===== src/verilog/async_bus_pkg.sv =====
// Constants, cycle kinds and timing for the asynchronous multiplexed bus master
package async_bus_pkg;

  localparam int CLK_MHZ     = 200;
  localparam int CNT_W       = 12;
  localparam int REF_W       = 20;
  localparam int SYNC_N      = 6;

  // Times in their own units, converted to core clock cycles
  localparam int TIMEOUT_US  = 10;
  localparam int INIT_US     = 10;
  localparam int SETUP_NS    = 50;
  localparam int PAUSE_NS    = 100;
  localparam int REFRESH_MS  = 2;
  localparam int TIMEOUT_I   = TIMEOUT_US * CLK_MHZ;
  localparam int INIT_I      = INIT_US * CLK_MHZ;
  localparam int SETUP_I     = (SETUP_NS * CLK_MHZ + 999) / 1000;
  localparam int PAUSE_I     = (PAUSE_NS * CLK_MHZ + 999) / 1000;
  localparam int REFRESH_I   = REFRESH_MS * 1000 * CLK_MHZ;
  localparam logic [CNT_W-1:0] TIMEOUT_CYC = CNT_W'(TIMEOUT_I);
  localparam logic [CNT_W-1:0] INIT_CYC    = CNT_W'(INIT_I);
  localparam logic [CNT_W-1:0] SETUP_CYC   = CNT_W'(SETUP_I);
  localparam logic [CNT_W-1:0] PAUSE_CYC   = CNT_W'(PAUSE_I);

  // Refresh burst
  localparam logic [6:0]  REFRESH_COUNT = 7'h40;
  localparam logic [8:0]  REF_ADDR_HI   = 9'h000;

  // Upper bank decode on address bits 15:13
  localparam int          BANK_LSB      = 13;
  localparam logic [2:0]  BANK_TOP      = 3'h7;

  // Status word interrupt gate
  localparam int          PRIO_BIT      = 7;

  // Trap locations
  localparam logic [15:0] TRAP_TIMEOUT  = 16'h0004;
  localparam logic [15:0] TRAP_EVENT    = 16'h0040;
  localparam logic [15:0] TRAP_PFAIL_PC = 16'h00A6;
  localparam logic [15:0] TRAP_PFAIL_PS = 16'h00B6;

  // Synchroniser slots
  localparam int SY_REPLY = 0;
  localparam int SY_IRQ   = 1;
  localparam int SY_HALT  = 2;
  localparam int SY_DCOK  = 3;
  localparam int SY_POK   = 4;
  localparam int SY_EVENT = 5;

  typedef enum logic [2:0] {
    CYC_READ, CYC_WRITE, CYC_WRITE_BYTE, CYC_RMW, CYC_RMW_BYTE, CYC_REFRESH
  } cyc_kind_t;

  typedef enum {
    S_IDLE, S_ADDR, S_SYNC, S_DIN, S_DIN_END, S_DOUT_SET, S_DOUT, S_DOUT_END,
    S_REL, S_IACK_PAUSE, S_IACK, S_INIT
  } bus_state_t;

endpackage : async_bus_pkg


===== src/verilog/async_bus_master.sv =====
// Bus master for the asynchronous interlocked multiplexed address/data bus
// Behaviour
// - read: address, bank select, sync, no byteflag
// - read data: din, reply, drop din, sync
// - no reply to din in 10us: trap 4
// - read-modify-write keeps sync through output transfer
// - rmw byte: byteflag with dout, drop at end
// - write: byteflag in address phase
// - write data: dout, reply, drop dout, sync
// - no reply to dout in 10us: trap 4
// - byte write keeps byteflag; word write drops it
// - interrupts only at boundary with status bit7 clear
// - priority 4 disables, 0 enables interrupts
// - acknowledge: din without sync, pause, chain out
// - after vector drop din and chain out
// - nearest device on chain wins
// - event line traps through fixed location
// - reset instruction drives bus_init about 10us
// - power-up: init until dc_ok, then power_ok, halt
// - power_ok fall traps; dc_ok fall drives init
// - refresh: 64 strobed reads per 2ms, row count
`timescale 1ns/1ps
`default_nettype none

module async_bus_master
  import async_bus_pkg::*;
#(
  parameter int REFRESH_PERIOD_CYC = async_bus_pkg::REFRESH_I
) (
  // Clock and reset
  input  wire logic                   core_clk,
  input  wire logic                   sys_rst,
  // Core command port
  input  wire logic                   cmdValid,
  output logic                        cmdReady,
  input  wire async_bus_pkg::cyc_kind_t cmdKind,
  input  wire logic [15:0]            cmdAddr,
  input  wire logic [15:0]            cmdWdata,
  output logic                        doneValid,
  output logic [15:0]                 doneData,
  // Core control and traps
  input  wire logic                   instrBoundary,
  input  wire logic [15:0]            statusWord,
  input  wire logic                   resetCmd,
  output logic                        trapValid,
  output logic [15:0]                 trapVector,
  output logic [15:0]                 trapStatusLoc,
  output logic                        startValid,
  output logic                        startConsole,
  // Bus address/data lines
  input  wire logic [15:0]            addrDataIn,
  output logic [15:0]                 addrDataOut,
  output logic                        addrDataOe,
  // Bus control, asserted high here
  output logic                        syncStrobe,
  output logic                        dataInStrobe,
  output logic                        dataOutStrobe,
  output logic                        writeByteFlag,
  output logic                        upperBankSelect,
  output logic                        refreshStrobe,
  output logic                        ackChainOut,
  output logic                        busInit,
  input  wire logic                   replyAck,
  input  wire logic                   irqRequest,
  input  wire logic                   haltRequest,
  input  wire logic                   dcOk,
  input  wire logic                   powerOk,
  input  wire logic                   eventLine
);
  import async_bus_pkg::*;

  // Two-stage synchronisers for every asynchronous control input; addrDataIn is sampled directly
  logic [SYNC_N-1:0] rawIn;
  logic [SYNC_N-1:0] meta_r;
  logic [SYNC_N-1:0] sync_r;
  assign rawIn = {eventLine, powerOk, dcOk, haltRequest, irqRequest, replyAck};

  genvar gi;
  generate
    for (gi = 0; gi < SYNC_N; gi++) begin : g_sync
      always_ff @(posedge core_clk) begin
        if (sys_rst) begin
          meta_r[gi] <= 1'b0;
          sync_r[gi] <= 1'b0;
        end else begin
          meta_r[gi] <= rawIn[gi];
          sync_r[gi] <= meta_r[gi];
        end
      end
    end
  endgenerate

  logic replyS;
  logic irqS;
  logic dcOkS;
  logic pokS;
  assign replyS = sync_r[SY_REPLY];
  assign irqS   = sync_r[SY_IRQ];
  assign dcOkS  = sync_r[SY_DCOK];
  assign pokS   = sync_r[SY_POK];

  // Power, event and refresh timing state
  logic             pokPrev_r, pokPrev_nxt;
  logic             eventPrev_r, eventPrev_nxt;
  logic             run_r, run_nxt;
  logic             startValid_r, startValid_nxt;
  logic             startConsole_r, startConsole_nxt;
  logic [REF_W-1:0] refTimer_r, refTimer_nxt;
  logic             pokFall;
  logic             eventRise;
  logic             refTick;

  always_comb begin
    pokPrev_nxt      = pokS;
    eventPrev_nxt    = sync_r[SY_EVENT];
    pokFall          = pokPrev_r && !pokS;
    eventRise        = sync_r[SY_EVENT] && !eventPrev_r;
    startValid_nxt   = 1'b0;
    startConsole_nxt = startConsole_r;
    run_nxt          = run_r;
    refTick          = (refTimer_r == REF_W'(REFRESH_PERIOD_CYC - 1));
    refTimer_nxt     = refTick ? '0 : refTimer_r + REF_W'(1);
    if (!dcOkS) begin
      run_nxt = 1'b0;
    end else if (pokS && !pokPrev_r) begin
      run_nxt          = 1'b1;
      startValid_nxt   = 1'b1;
      startConsole_nxt = sync_r[SY_HALT];
    end else if (pokFall) begin
      run_nxt = 1'b0;
    end
  end

  always_ff @(posedge core_clk) begin
    if (sys_rst) begin
      pokPrev_r      <= 1'b0;
      eventPrev_r    <= 1'b0;
      run_r          <= 1'b0;
      startValid_r   <= 1'b0;
      startConsole_r <= 1'b0;
      refTimer_r     <= '0;
    end else begin
      pokPrev_r      <= pokPrev_nxt;
      eventPrev_r    <= eventPrev_nxt;
      run_r          <= run_nxt;
      startValid_r   <= startValid_nxt;
      startConsole_r <= startConsole_nxt;
      refTimer_r     <= refTimer_nxt;
    end
  end

  // Bus sequencer state
  bus_state_t       st_r, st_nxt;
  cyc_kind_t        kind_r, kind_nxt;
  logic [CNT_W-1:0] cnt_r, cnt_nxt;
  logic [15:0]      wdata_r, wdata_nxt;
  logic [15:0]      adOut_r, adOut_nxt;
  logic             adOe_r, adOe_nxt;
  logic             sync_o_r, sync_o_nxt;
  logic             din_r, din_nxt;
  logic             dout_r, dout_nxt;
  logic             wbf_r, wbf_nxt;
  logic             bank_r, bank_nxt;
  logic             refS_r, refS_nxt;
  logic             ack_r, ack_nxt;
  logic             init_r, init_nxt;
  logic             done_r, done_nxt;
  logic [15:0]      doneData_r, doneData_nxt;
  logic             trap_r, trap_nxt;
  logic [15:0]      trapVec_r, trapVec_nxt;
  logic [15:0]      trapPs_r, trapPs_nxt;
  logic [6:0]       refLeft_r, refLeft_nxt;
  logic [5:0]       refRow_r, refRow_nxt;
  logic             pfPend_r, pfPend_nxt;
  logic             evPend_r, evPend_nxt;
  logic             rstPend_r, rstPend_nxt;
  logic             intrOk;
  logic             kindIn;
  logic             kindByte;
  logic             kindRmw;
  logic             timedOut;

  assign intrOk   = run_r && instrBoundary && !statusWord[PRIO_BIT];
  assign kindIn   = (kind_r == CYC_READ) || (kind_r == CYC_RMW) || (kind_r == CYC_RMW_BYTE) || (kind_r == CYC_REFRESH);
  assign kindByte = (kind_r == CYC_WRITE_BYTE) || (kind_r == CYC_RMW_BYTE);
  assign kindRmw  = (kind_r == CYC_RMW) || (kind_r == CYC_RMW_BYTE);
  assign timedOut = (cnt_r == TIMEOUT_CYC - CNT_W'(1)) && !replyS;
  assign cmdReady = (st_r == S_IDLE) && run_r && !pfPend_r && !rstPend_r && !resetCmd && (refLeft_r == '0)
                    && !(intrOk && (evPend_r || irqS));

  always_comb begin
    st_nxt = st_r; kind_nxt = kind_r; wdata_nxt = wdata_r;
    adOut_nxt = adOut_r; adOe_nxt = adOe_r; sync_o_nxt = sync_o_r;
    din_nxt = din_r; dout_nxt = dout_r; wbf_nxt = wbf_r; bank_nxt = bank_r;
    refS_nxt = refS_r; ack_nxt = ack_r; doneData_nxt = doneData_r;
    trapVec_nxt = trapVec_r; trapPs_nxt = trapPs_r; refRow_nxt = refRow_r;
    cnt_nxt = cnt_r + CNT_W'(1);
    done_nxt = 1'b0;
    trap_nxt = 1'b0;
    refLeft_nxt = refLeft_r;
    pfPend_nxt  = pfPend_r;
    evPend_nxt  = evPend_r;
    rstPend_nxt = rstPend_r || resetCmd;
    unique case (st_r)
      S_IDLE: begin
        cnt_nxt = '0;
        if (pfPend_r) begin
          pfPend_nxt = 1'b0;
          trap_nxt = 1'b1; trapVec_nxt = TRAP_PFAIL_PC; trapPs_nxt = TRAP_PFAIL_PS;
        end else if (rstPend_r) begin
          rstPend_nxt = resetCmd;
          st_nxt = S_INIT;
        end else if (refLeft_r != '0 && dcOkS) begin
          kind_nxt = CYC_REFRESH; st_nxt = S_ADDR;
          adOut_nxt = {REF_ADDR_HI, refRow_r, 1'b0}; adOe_nxt = 1'b1;
          refS_nxt = 1'b1;
        end else if (intrOk && evPend_r) begin
          evPend_nxt = 1'b0;
          trap_nxt = 1'b1; trapVec_nxt = TRAP_EVENT; trapPs_nxt = TRAP_EVENT + 16'h0002;
        end else if (intrOk && irqS) begin
          din_nxt = 1'b1; st_nxt = S_IACK_PAUSE;
        end else if (cmdValid && cmdReady) begin
          kind_nxt = cmdKind; wdata_nxt = cmdWdata; st_nxt = S_ADDR;
          adOut_nxt = cmdAddr; adOe_nxt = 1'b1;
          bank_nxt = (cmdAddr[15:BANK_LSB] == BANK_TOP);
          wbf_nxt = (cmdKind == CYC_WRITE) || (cmdKind == CYC_WRITE_BYTE);
        end
      end
      S_ADDR: if (cnt_r == SETUP_CYC) begin
        sync_o_nxt = 1'b1; cnt_nxt = '0; st_nxt = S_SYNC;
      end
      S_SYNC: if (cnt_r == SETUP_CYC) begin
        cnt_nxt = '0; bank_nxt = 1'b0; refS_nxt = 1'b0;
        if (kindIn) begin
          adOe_nxt = 1'b0; din_nxt = 1'b1; st_nxt = S_DIN;
        end else begin
          adOut_nxt = wdata_r; wbf_nxt = kindByte; st_nxt = S_DOUT_SET;
        end
      end
      S_DIN: if (replyS) begin
        doneData_nxt = addrDataIn; din_nxt = 1'b0; st_nxt = S_DIN_END;
      end else if (timedOut) begin
        sync_o_nxt = 1'b0; din_nxt = 1'b0; wbf_nxt = 1'b0; st_nxt = S_REL;
        trap_nxt = 1'b1; trapVec_nxt = TRAP_TIMEOUT; trapPs_nxt = TRAP_TIMEOUT + 16'h0002;
      end
      S_DIN_END: begin
        cnt_nxt = '0;
        if (kind_r == CYC_REFRESH) begin
          sync_o_nxt = 1'b0; st_nxt = S_REL;
          refRow_nxt = refRow_r + 6'h01; refLeft_nxt = refLeft_r - 7'h01;
        end else if (!kindRmw) begin
          sync_o_nxt = 1'b0; done_nxt = 1'b1; st_nxt = S_REL;
        end else if (!replyS) begin
          adOut_nxt = wdata_r; adOe_nxt = 1'b1; wbf_nxt = kindByte; st_nxt = S_DOUT_SET;
        end
      end
      S_DOUT_SET: begin
        adOe_nxt = 1'b1;
        if (cnt_r == SETUP_CYC) begin
          dout_nxt = 1'b1; cnt_nxt = '0; st_nxt = S_DOUT;
        end
      end
      S_DOUT: if (replyS) begin
        dout_nxt = 1'b0; adOe_nxt = 1'b0; st_nxt = S_DOUT_END;
      end else if (timedOut) begin
        sync_o_nxt = 1'b0; dout_nxt = 1'b0; adOe_nxt = 1'b0; wbf_nxt = 1'b0; st_nxt = S_REL;
        trap_nxt = 1'b1; trapVec_nxt = TRAP_TIMEOUT; trapPs_nxt = TRAP_TIMEOUT + 16'h0002;
      end
      S_DOUT_END: if (!replyS) begin
        sync_o_nxt = 1'b0; wbf_nxt = 1'b0; done_nxt = 1'b1; st_nxt = S_IDLE;
      end
      S_REL: if (!replyS) st_nxt = S_IDLE;
      S_IACK_PAUSE: if (cnt_r == PAUSE_CYC) begin
        ack_nxt = 1'b1; cnt_nxt = '0; st_nxt = S_IACK;
      end
      S_IACK: if (replyS) begin
        din_nxt = 1'b0; ack_nxt = 1'b0; st_nxt = S_REL;
        trap_nxt = 1'b1; trapVec_nxt = addrDataIn; trapPs_nxt = addrDataIn + 16'h0002;
      end else if (timedOut) begin
        din_nxt = 1'b0; ack_nxt = 1'b0; st_nxt = S_REL;
        trap_nxt = 1'b1; trapVec_nxt = TRAP_TIMEOUT; trapPs_nxt = TRAP_TIMEOUT + 16'h0002;
      end
      S_INIT: if (cnt_r == INIT_CYC - CNT_W'(1)) st_nxt = S_IDLE;
    endcase
    // Events arriving alongside their clear are kept
    if (refTick) refLeft_nxt = REFRESH_COUNT;
    if (pokFall) pfPend_nxt = 1'b1;
    if (eventRise) evPend_nxt = 1'b1;
    init_nxt = !dcOkS || (st_nxt == S_INIT);
  end

  always_ff @(posedge core_clk) begin
    if (sys_rst) begin
      st_r <= S_IDLE; kind_r <= CYC_READ; cnt_r <= '0; wdata_r <= '0;
      adOut_r <= '0; adOe_r <= 1'b0; sync_o_r <= 1'b0; din_r <= 1'b0;
      dout_r <= 1'b0; wbf_r <= 1'b0; bank_r <= 1'b0; refS_r <= 1'b0;
      ack_r <= 1'b0; init_r <= 1'b1; done_r <= 1'b0; doneData_r <= '0;
      trap_r <= 1'b0; trapVec_r <= '0; trapPs_r <= '0; refLeft_r <= '0;
      refRow_r <= '0; pfPend_r <= 1'b0; evPend_r <= 1'b0; rstPend_r <= 1'b0;
    end else begin
      st_r <= st_nxt; kind_r <= kind_nxt; cnt_r <= cnt_nxt; wdata_r <= wdata_nxt;
      adOut_r <= adOut_nxt; adOe_r <= adOe_nxt; sync_o_r <= sync_o_nxt; din_r <= din_nxt;
      dout_r <= dout_nxt; wbf_r <= wbf_nxt; bank_r <= bank_nxt; refS_r <= refS_nxt;
      ack_r <= ack_nxt; init_r <= init_nxt; done_r <= done_nxt; doneData_r <= doneData_nxt;
      trap_r <= trap_nxt; trapVec_r <= trapVec_nxt; trapPs_r <= trapPs_nxt; refLeft_r <= refLeft_nxt;
      refRow_r <= refRow_nxt; pfPend_r <= pfPend_nxt; evPend_r <= evPend_nxt; rstPend_r <= rstPend_nxt;
    end
  end

  assign addrDataOut     = adOut_r;
  assign addrDataOe      = adOe_r;
  assign syncStrobe      = sync_o_r;
  assign dataInStrobe    = din_r;
  assign dataOutStrobe   = dout_r;
  assign writeByteFlag   = wbf_r;
  assign upperBankSelect = bank_r;
  assign refreshStrobe   = refS_r;
  assign ackChainOut     = ack_r;
  assign busInit         = init_r;
  assign doneValid       = done_r;
  assign doneData        = doneData_r;
  assign trapValid       = trap_r;
  assign trapVector      = trapVec_r;
  assign trapStatusLoc   = trapPs_r;
  assign startValid      = startValid_r;
  assign startConsole    = startConsole_r;

  a_addr_before_sync: assert property (@(posedge core_clk) disable iff (sys_rst)
    $rose(syncStrobe) |-> addrDataOe && $past(addrDataOe) && !dataInStrobe)
    else $error("sync raised without address on lines");
  a_din_before_sync_drop: assert property (@(posedge core_clk) disable iff (sys_rst)
    $fell(syncStrobe) && !trapValid |-> !dataInStrobe && !dataOutStrobe && !$past(dataInStrobe))
    else $error("sync dropped before data strobe ended");
  a_din_timeout: assert property (@(posedge core_clk) disable iff (sys_rst)
    st_r == S_DIN && cnt_r == TIMEOUT_CYC - CNT_W'(1) && !replyS
    |=> trapValid && trapVector == TRAP_TIMEOUT && !syncStrobe)
    else $error("read timeout did not trap");
  a_rmw_sync_hold: assert property (@(posedge core_clk) disable iff (sys_rst)
    $rose(dataOutStrobe) |-> syncStrobe && !upperBankSelect && !refreshStrobe)
    else $error("output transfer without sync held");
  a_write_flag_addr: assert property (@(posedge core_clk) disable iff (sys_rst)
    $rose(syncStrobe) |-> writeByteFlag == !kindIn)
    else $error("byte flag wrong in address phase");
  a_dout_timeout: assert property (@(posedge core_clk) disable iff (sys_rst)
    st_r == S_DOUT && cnt_r == TIMEOUT_CYC - CNT_W'(1) && !replyS |=> trapValid && !dataOutStrobe && !syncStrobe)
    else $error("write timeout did not trap");
  a_byte_flag_data: assert property (@(posedge core_clk) disable iff (sys_rst)
    dataOutStrobe |-> writeByteFlag == kindByte)
    else $error("byte flag wrong during output transfer");
  a_iack_no_sync: assert property (@(posedge core_clk) disable iff (sys_rst)
    $rose(ackChainOut) |-> !syncStrobe && dataInStrobe && $past(dataInStrobe, 2))
    else $error("acknowledge without lone data-in strobe");
  a_iack_gate: assert property (@(posedge core_clk) disable iff (sys_rst)
    $rose(dataInStrobe) && !syncStrobe |-> $past(!statusWord[PRIO_BIT] && instrBoundary))
    else $error("interrupt taken while disabled");
  a_init_length: assert property (@(posedge core_clk) disable iff (sys_rst)
    st_r == S_INIT && dcOkS && cnt_r == INIT_CYC - CNT_W'(1) |=> st_r == S_IDLE && !busInit)
    else $error("reset init length wrong");
  a_refresh_addr: assert property (@(posedge core_clk) disable iff (sys_rst)
    refreshStrobe |-> addrDataOe && !addrDataOut[0] && !writeByteFlag && !dataInStrobe)
    else $error("refresh strobe outside address phase");

endmodule : async_bus_master
`default_nettype wire


===== config.mk =====
export PLATFORM = sky130hd
export DESIGN_NAME = async_bus_master
export DESIGN_NICKNAME = d
export VERILOG_FILES = /design/src/verilog/async_bus_pkg.sv /design/src/verilog/async_bus_master.sv
export SDC_FILE = /design/constraint.sdc
export NUM_CORES = 1
export LEC_CHECK = 0
export BUFFER_PORTS_ARGS = -buffer_cell sky130_fd_sc_hd__buf_2
export CAP_MARGIN = 15
export CORE_AREA = 2 2 132 134
export CTS_CLUSTER_DIAMETER = 150
export CTS_CLUSTER_SIZE = 8
export DETAILED_ROUTE_END_ITERATION = 8
export DIE_AREA = 0 0 134 136
export GPL_TIMING_DRIVEN = 0
export PLACE_DENSITY = 0.78
export SLEW_MARGIN = 5
export SYNTH_ARGS = -nofsm -noshare
export SYNTH_HDL_FRONTEND = slang
export SYNTH_SLANG_ARGS = --single-unit
export TNS_END_PERCENT = 20

===== constraint.sdc =====
create_clock -name core_clk -period 4.45 [get_ports core_clk]
set_clock_uncertainty 0.2 [all_clocks]
set_input_delay 0.89 -clock core_clk [delete_from_list [all_inputs] [get_ports core_clk]]
set_output_delay 0.89 -clock core_clk [all_outputs]
set_load 0.02 [all_outputs]

==> results of run 1 <==
-- state kept, by name, summed over array words and instances, names as in the netlist, 3 cells and up --
register / count
cnt_r: 12
refLeft_r: 7
doneData: 16
meta_r: 6
trapVector: 16
kind_r: 3
addrDataOut: 16
trapStatusLoc: 16
refRow_r: 6
refTimer_r: 20
wdata_r: 16
st_r: 32
-- layer usage --
metal	vias up	track usage (%)	routed length [um]
met5	-	0	0
met4	0	13.2	883
met3	69	5.22	1920
met2	337	44.5	11600
met1	4000	37.2	11300
li1	4048	-	-
-- critical path: cells and delay by family, from the launching register on --
kind / cells / cell delay (ps)
flops: 1 / 310
simple gates: 4 / 1760
buf+inv: 1 / 190
-- cell type report --
type,count,share of cell area [%]
inverter,32,1.13
clock buffer,21,4.32
timing repair buffer,140,6.57
tap,225,2.64
sequential,191,35.9
multi-input combinational,780,45.1
buffer,64,3.40
clock inverter,11,0.927
-- power groups by stage --
stage | clock, uW | sequential, uW | combinational, uW
2_1_floorplan | 0 | 1990 | 804
3_3_place_gp | 0 | 1900 | 1240
3_5_place_dp | 0 | 1900 | 1240
4_1_cts | 1480 | 1870 | 1250
5_1_grt | 1550 | 1880 | 1360
6_report | 1470 | 1870 | 1270
-- layout by cell type (no fill, tap or decap), types with 29 or more instances in the layout --
cell / n
a21oi_1: 82
buf_2: 152
clkbuf_1: 36
dfxtp_1: 191
inv_1: 32
nand2_1: 141
nand3_1: 33
nor2_1: 117
o21ai_0: 49
xnor2_1: 30
xor2_1: 29
-- logic make-up (layout without fill, tap and decap cells) --
kind of cell    Yosys count  after routing  share of synthesized area (%)
mux                      26             26                           2.85
xor+xnor                 59             59                           5.67
flops                   191            191                           41.9
fa+ha+maj                10             10                           1.37
compound gates          215            215                           15.6
buf+inv                  96            268                           5.30
simple gates            470            470                           27.3
-- through the flow --
| stage | instances | util, % | hold WS [ps] | setup WS [ps] |
|---|---|---|---|---|
| 3_5_place_dp | 1432 | 59.8 | 226 | 1150 |
| 6_report | 1464 | 63.2 | 235 | 672 |
| 2_1_floorplan | 1067 | - | 214 | 1680 |
| 4_1_cts | 1464 | 63.2 | 237 | 685 |
| 3_3_place_gp | 1432 | 59.8 | 220 | 1140 |
| 5_1_grt | 1464 | 63.2 | 254 | 556 |
-- worst min path at each step --
stage | slack, ps | depth (start not counted) | startpoint | to
2_1_floorplan | 210 | 1 | meta_r[3] | dcOkS
3_3_place_gp | 220 | 1 | meta_r[0] | replyS
3_5_place_dp | 230 | 1 | meta_r[3] | dcOkS
4_1_cts | 240 | 1 | meta_r[0] | replyS
5_1_grt | 250 | 1 | meta_r[1] | irqS
6_report | 240 | 1 | meta_r[2] | sync_r[2]
==> impl_metrics.tcl, run 1 <==
set metrics [dict create \
    finalMaxSlewViolations 0 \
    fin_nets 1314 \
    postCtsResizedCells 0 \
    r2r_cells 8 \
    gr-total-overflow 0 \
    yosys_most_used_dff "dfxtp_1" \
    grt_max_degree 18 \
    cp_cell_sequence "nor4_1 > nand4_2 > nor4_4 > and3_1 > buf_2" \
    period_minus_slack_ps 3780 \
    setup_tns_ps 0 \
    rsz0062_at_grt "no" \
    outcome "finished, final reports clean" \
    synth_top_area_share_pct 41.9 \
    endpoint "cmdReady" \
    seqCellArea_sq_um 3820 \
    post-cts-setup-buffer-count 0 \
    clk_latency_ps 440 \
    fillCellCount 1477 \
    synth_most_common_cell "dfxtp_1" \
    antenna_found_initial 0 \
    coreArea_sq_um 16900 \
    switchingPower_uw 1560 \
    numCtsBuffers 17 \
    ir_worst_vdd_mv 0.333 \
    antenna_left 0 \
    slew_headroom_pct 44.2 \
    cts_root_buf "clkbuf_16" \
    design_area_sq_um 10700 \
    drt_pass1_iterations 5 \
    power.density_nw_per_um2 432 \
    io_pins 156 \
    combPwrFrac_pct 27.6 \
    syn_inst 1067 \
    max_clock_freq_mhz 265 \
    drc_errors 0 \
    cp-end-kind "output pin" \
    gp_congestion 0.974 \
    start_util_pct 54.0 \
    cts_tree "done" \
    drive_gt1_share_pct 19.7 \
    fin_crit_sh_pct 84.9 \
    p_int_uw 3040 \
    clkPwrFrac_pct 31.9 \
    clockBufferDepth 2 \
    r2r-start "st_r[1]" \
    placementRows 48 \
    finalPower_uw 4600 \
    cts.htree.levels 4 \
    timing.rr.end "busInit" \
    postCtsHoldBufs 0 \
    multiInputGateArea_sq_um 4810 \
    viasPerCell 5.77 \
    die_w_um 134 \
    vias 8454 \
    reg2reg_slack_ps 1030 \
    dp_hpwl_um 18700 \
    ys_warn_count 0 \
    yosys.area.top_type "dfxtp_1" \
    worstPathRequired_ps 3360 \
    syn_area_per_cell_sq_um 8.54 \
    synth_seq_cells 191 \
    swShare_pct 34.0 \
    hold_class "reg -> reg" \
    finalSetupViolCount 0 \
    crit_type "reg -> out" \
    final_hold_viol_count 0 \
    port_buffers 140 \
    grt_use_total_pct 28.1 \
    worst_path_max_delay_cell "nor4_4" \
    ys_seq_area_share_pct 41.9 \
    crit_start "st_r[8]" \
    synthTopCellsByCount "dfxtp_1, nand2_1, nor2_1, a21oi_1, o21ai_0" \
    crit_path_max_incr_delay_ps 610 \
    die_h_um 136 \
    cts_sinks 191 \
    async_reset_ff_share_pct 0 \
    path_max_fanout 8 \
    synth-edff-count 0 \
    path_clk_slew_ps 70 \
    ys_top_cells_by_area "dfxtp_1, nand2_1, nor2_1" \
    cap_violations 0 \
    area_delta_synth_final_pct 16.9 \
    start_kind "register" \
    antenna_cells 0 \
    grt_pass1_wl_um 40400 \
    synth_fp_nets 1155 \
    grt_pass1_vias 7928 \
    drt_iter0_markers 666 \
    p_leak_uw 0.00443 \
    dpl_cell_area_sq_um 10100 \
    seqPwrFrac_pct 40.6 \
    dieArea_sq_um 18200 \
    syn_area_sq_um 9120 \
    arrival_ps 2690 \
    worst_pin_slew_ps 837 \
    finalWirelength_um 25700 \
    wire_per_inst_um 17.6 \
    ys_types 87 \
]
No activity file was read; power rests on OpenSTA's default activity.
==> run 2: changes to the inputs <==
--- a/config.mk
+++ b/config.mk
@@ -5,15 +5,16 @@
 export SDC_FILE = /design/constraint.sdc
 export NUM_CORES = 1
 export LEC_CHECK = 0
+export ABC_AREA = 1
 export BUFFER_PORTS_ARGS = -buffer_cell sky130_fd_sc_hd__buf_2
 export CAP_MARGIN = 15
-export CORE_AREA = 2 2 132 134
+export CORE_AREA = 2 2 137 139
 export CTS_CLUSTER_DIAMETER = 150
 export CTS_CLUSTER_SIZE = 8
 export DETAILED_ROUTE_END_ITERATION = 8
-export DIE_AREA = 0 0 134 136
+export DIE_AREA = 0 0 139 141
 export GPL_TIMING_DRIVEN = 0
-export PLACE_DENSITY = 0.78
+export PLACE_DENSITY = 0.77
 export SLEW_MARGIN = 5
 export SYNTH_ARGS = -nofsm -noshare
 export SYNTH_HDL_FRONTEND = slang
==> constraint.sdc (replaced) <==
create_clock -name core_clk -period 3.65 [get_ports core_clk]
set_clock_uncertainty 0.2 [all_clocks]
set_input_delay 0.73 -clock core_clk [delete_from_list [all_inputs] [get_ports core_clk]]
set_output_delay 0.73 -clock core_clk [all_outputs]
set_load 0.02 [all_outputs]
==> run 2 against run 1 <==
  * First-iteration DRC count rose by 29%
  * Register-to-register slack worse by 280 ps
  * Cell count is 25% higher
  * Wire length increased by 14%
  * Sequential share of layout area is 2.3 points lower
  * Critical path depth rose by 4
  * Worst hold slack worse by 33 ps
  * Die area is 7.5% higher
  * Critical path type unchanged
  * Highest routed layer unchanged
==> impl_metrics.tcl, run 2 <==
set metrics [dict create \
    slew_headroom_pct 46.2 \
    max_clock_freq_mhz 304 \
    p_int_uw 3860 \
    swShare_pct 38.4 \
    fin_crit_sh_pct 90.1 \
    drt_pass1_iterations 8 \
    crit_start "st_r[21]" \
    period_minus_slack_ps 3290 \
    dp_hpwl_um 22700 \
    design_area_sq_um 11400 \
    syn_inst 1425 \
    die_h_um 141 \
    wl_met3_um 1860 \
    ir_worst_vdd_mv 0.419 \
    final_cells 1830 \
    syn_area_sq_um 9780 \
    highest_layer "met4" \
    ys_types 52 \
    port_buffers 139 \
    clk_latency_ps 450 \
    synth_fp_nets 1513 \
    cap_violations 0 \
    cts.htree.levels 4 \
    drive_gt1_share_pct 16.2 \
    crit_path_max_incr_delay_ps 320 \
    synth_most_common_cell "nand2_1" \
    yosys.area.top_type "dfxtp_1" \
    coreArea_sq_um 18300 \
    hold_class "reg -> reg" \
    start_util_pct 53.5 \
    cts_sinks 191 \
    clockBufferDepth 2 \
    viasPerCell 5.46 \
    rsz0062_at_grt "no" \
    worst_pin_slew_ps 807 \
    postCtsHoldBufs 0 \
    wl_met2_um 13500 \
    finalMaxSlewViolations 0 \
    gr-total-overflow 0 \
    antenna_left 0 \
    path_clk_slew_ps 80 \
    grt_pass1_wl_um 47000 \
    dieArea_sq_um 19600 \
    drt_iter0_markers 857 \
    syn_area_per_cell_sq_um 6.86 \
    yosys_most_used_dff "dfxtp_1" \
    reg2reg_slack_ps 750 \
    r2r-start "refLeft_r[0]" \
    worst_path_max_delay_cell "dfxtp_1" \
    synthTopCellsByCount "nand2_1, nor2_1, dfxtp_1, inv_1, a21oi_1" \
    ys_seq_area_share_pct 39.1 \
    r2r_cells 16 \
    antenna_cells 0 \
    hold_start "meta_r[0]" \
    ys_top_cells_by_area "dfxtp_1, nand2_1, nor2_1" \
    gp_congestion 0.990 \
    seqPwrFrac_pct 37.1 \
    grt_use_total_pct 29.9 \
    antenna_found_initial 0 \
    fin_nets 1671 \
    die_w_um 139 \
    placementRows 50 \
    switchingPower_uw 2410 \
    holdPathEnd "replyS" \
    mostFrequentLayoutCells "nand2_1, nor2_1, dfxtp_1" \
    cts_tree "done" \
    arrival_ps 2360 \
    wire_per_inst_um 16.1 \
    fillCellCount 1688 \
    synth_seq_cells 191 \
    path_max_fanout 10 \
    numCtsBuffers 17 \
    finalSetupViolCount 0 \
    dp_cells 1798 \
    io_pins 156 \
    largestRegisters "st_r (32), refTimer_r (20)" \
    cp-end-kind "output pin" \
    cts_root_buf "clkbuf_16" \
    start_kind "register" \
    ys_warn_count 0 \
    largest_reg_flops 32 \
    worstPathRequired_ps 2720 \
    m1WireLength_um 12900 \
    p_leak_uw 0.00506 \
    setup_tns_ps 0 \
    power.density_nw_per_um2 550 \
    final_hold_viol_count 0 \
    largest_register "st_r" \
    cp_cell_sequence "nor2_1 > nand2_1 > nor2_4 > nand2_4 > nor2_2 > buf_4 > inv_2 > nor3_1 > buf_2" \
    dpl_cell_area_sq_um 10800 \
    postCtsResizedCells 0 \
    hold_depth 2 \
    synth-edff-count 0 \
    clkPwrFrac_pct 30.9 \
    vias 9985 \
    post-place-ws_ps 720 \
    finalWirelength_um 29400 \
    post-cts-setup-buffer-count 0 \
    outcome "finished, final reports clean" \
    timing.rr.end "trapStatusLoc[11]" \
    layout_commonest_cell "nand2_1" \
    area_delta_synth_final_pct 16.4 \
    grt_pass1_vias 9334 \
    drc_errors 0 \
    synth_top_area_share_pct 39.1 \
    grt_max_degree 21 \
    combPwrFrac_pct 32.0 \
    fin_ws_ps 361 \
    async_reset_ff_share_pct 0 \
    crit_type "reg -> out" \
]
## run 2: cell count changes in the layout (fill, tap and decap cells not counted), sizes merged, moves of 15 or more
| cell | previous run | this run |
|---|---|---|
| a31oi | 8 | 23 |
| and2 | 32 | 0 |
| inv | 37 | 195 |
| mux2i | 26 | 0 |
| nand2 | 143 | 271 |
| nand3 | 35 | 58 |
| nand4 | 20 | 43 |
| nor2 | 118 | 255 |
| nor2b | 22 | 0 |
| nor3 | 20 | 38 |
| nor4 | 22 | 5 |
| o211ai | 5 | 27 |
| o21ai | 50 | 83 |
| xnor2 | 30 | 3 |
## run 2: worst max-delay path by stage
stage                     cells past startpoint  slack [ps]                end
after global routing                         10         240           cmdReady
after detailed placement                     12         720  trapStatusLoc[15]
after CTS                                     9         380           cmdReady
after floorplan                               8        1130           cmdReady
after global placement                       12         730  trapStatusLoc[15]
final                                         9         360           cmdReady
## run 2: layout make-up
type | instances | area [sq um] | area share, %
inverters | 192 | 721 | 6.33
clock buffers | 17 | 425 | 3.74
clock inverters | 15 | 194 | 1.70
plain buffers | 57 | 274 | 2.41
multi-input cells | 985 | 4960 | 43.6
well taps | 234 | 293 | 2.57
repair buffers | 139 | 696 | 6.11
flip-flops and latches | 191 | 3820 | 33.6
## run 2: cell families after synthesis
logic type	share of synthesized area, %
AND/OR/NAND/NOR	31.3
AO/OA/AOI/OAI	16.2
buffers and inverters	10.2
flip-flops	39.1
XOR/XNOR	1.88
adder cells (fa/ha/maj)	1.28
## run 2: metrics by stage
step                      power (uW)  hold WS (ps)  util, %
after floorplan                 3770           188        -
after global placement          4320           189     59.0
after detailed placement        4340           192     59.0
after CTS                       6250           202     62.3
after global routing            6570           209     62.3
final                           6270           202     62.3
## run 2: layer usage
layer	up-vias	global-route usage [%]
li1	4982	-
met3	79	4.31
met1	4546	39.7
met2	378	48.9
met4	0	13.2
met5	-	0
## run 2: power by group through the flow
stage | Sequential [uW] | Clock (uW) | Combinational (uW)
after CTS | 2330 | 1950 | 1980
after detailed placement | 2370 | 0 | 1970
after global routing | 2340 | 2040 | 2190
after floorplan | 2510 | 0 | 1270
final | 2330 | 1930 | 2000
after global placement | 2370 | 0 | 1950
## run 2: worst max-delay path, delay by kind of cell (launching register included)
kind	cells	cell delay, ps
buffers and inverters	3	540
flip-flops	1	320
AND/OR/NAND/NOR	6	1030
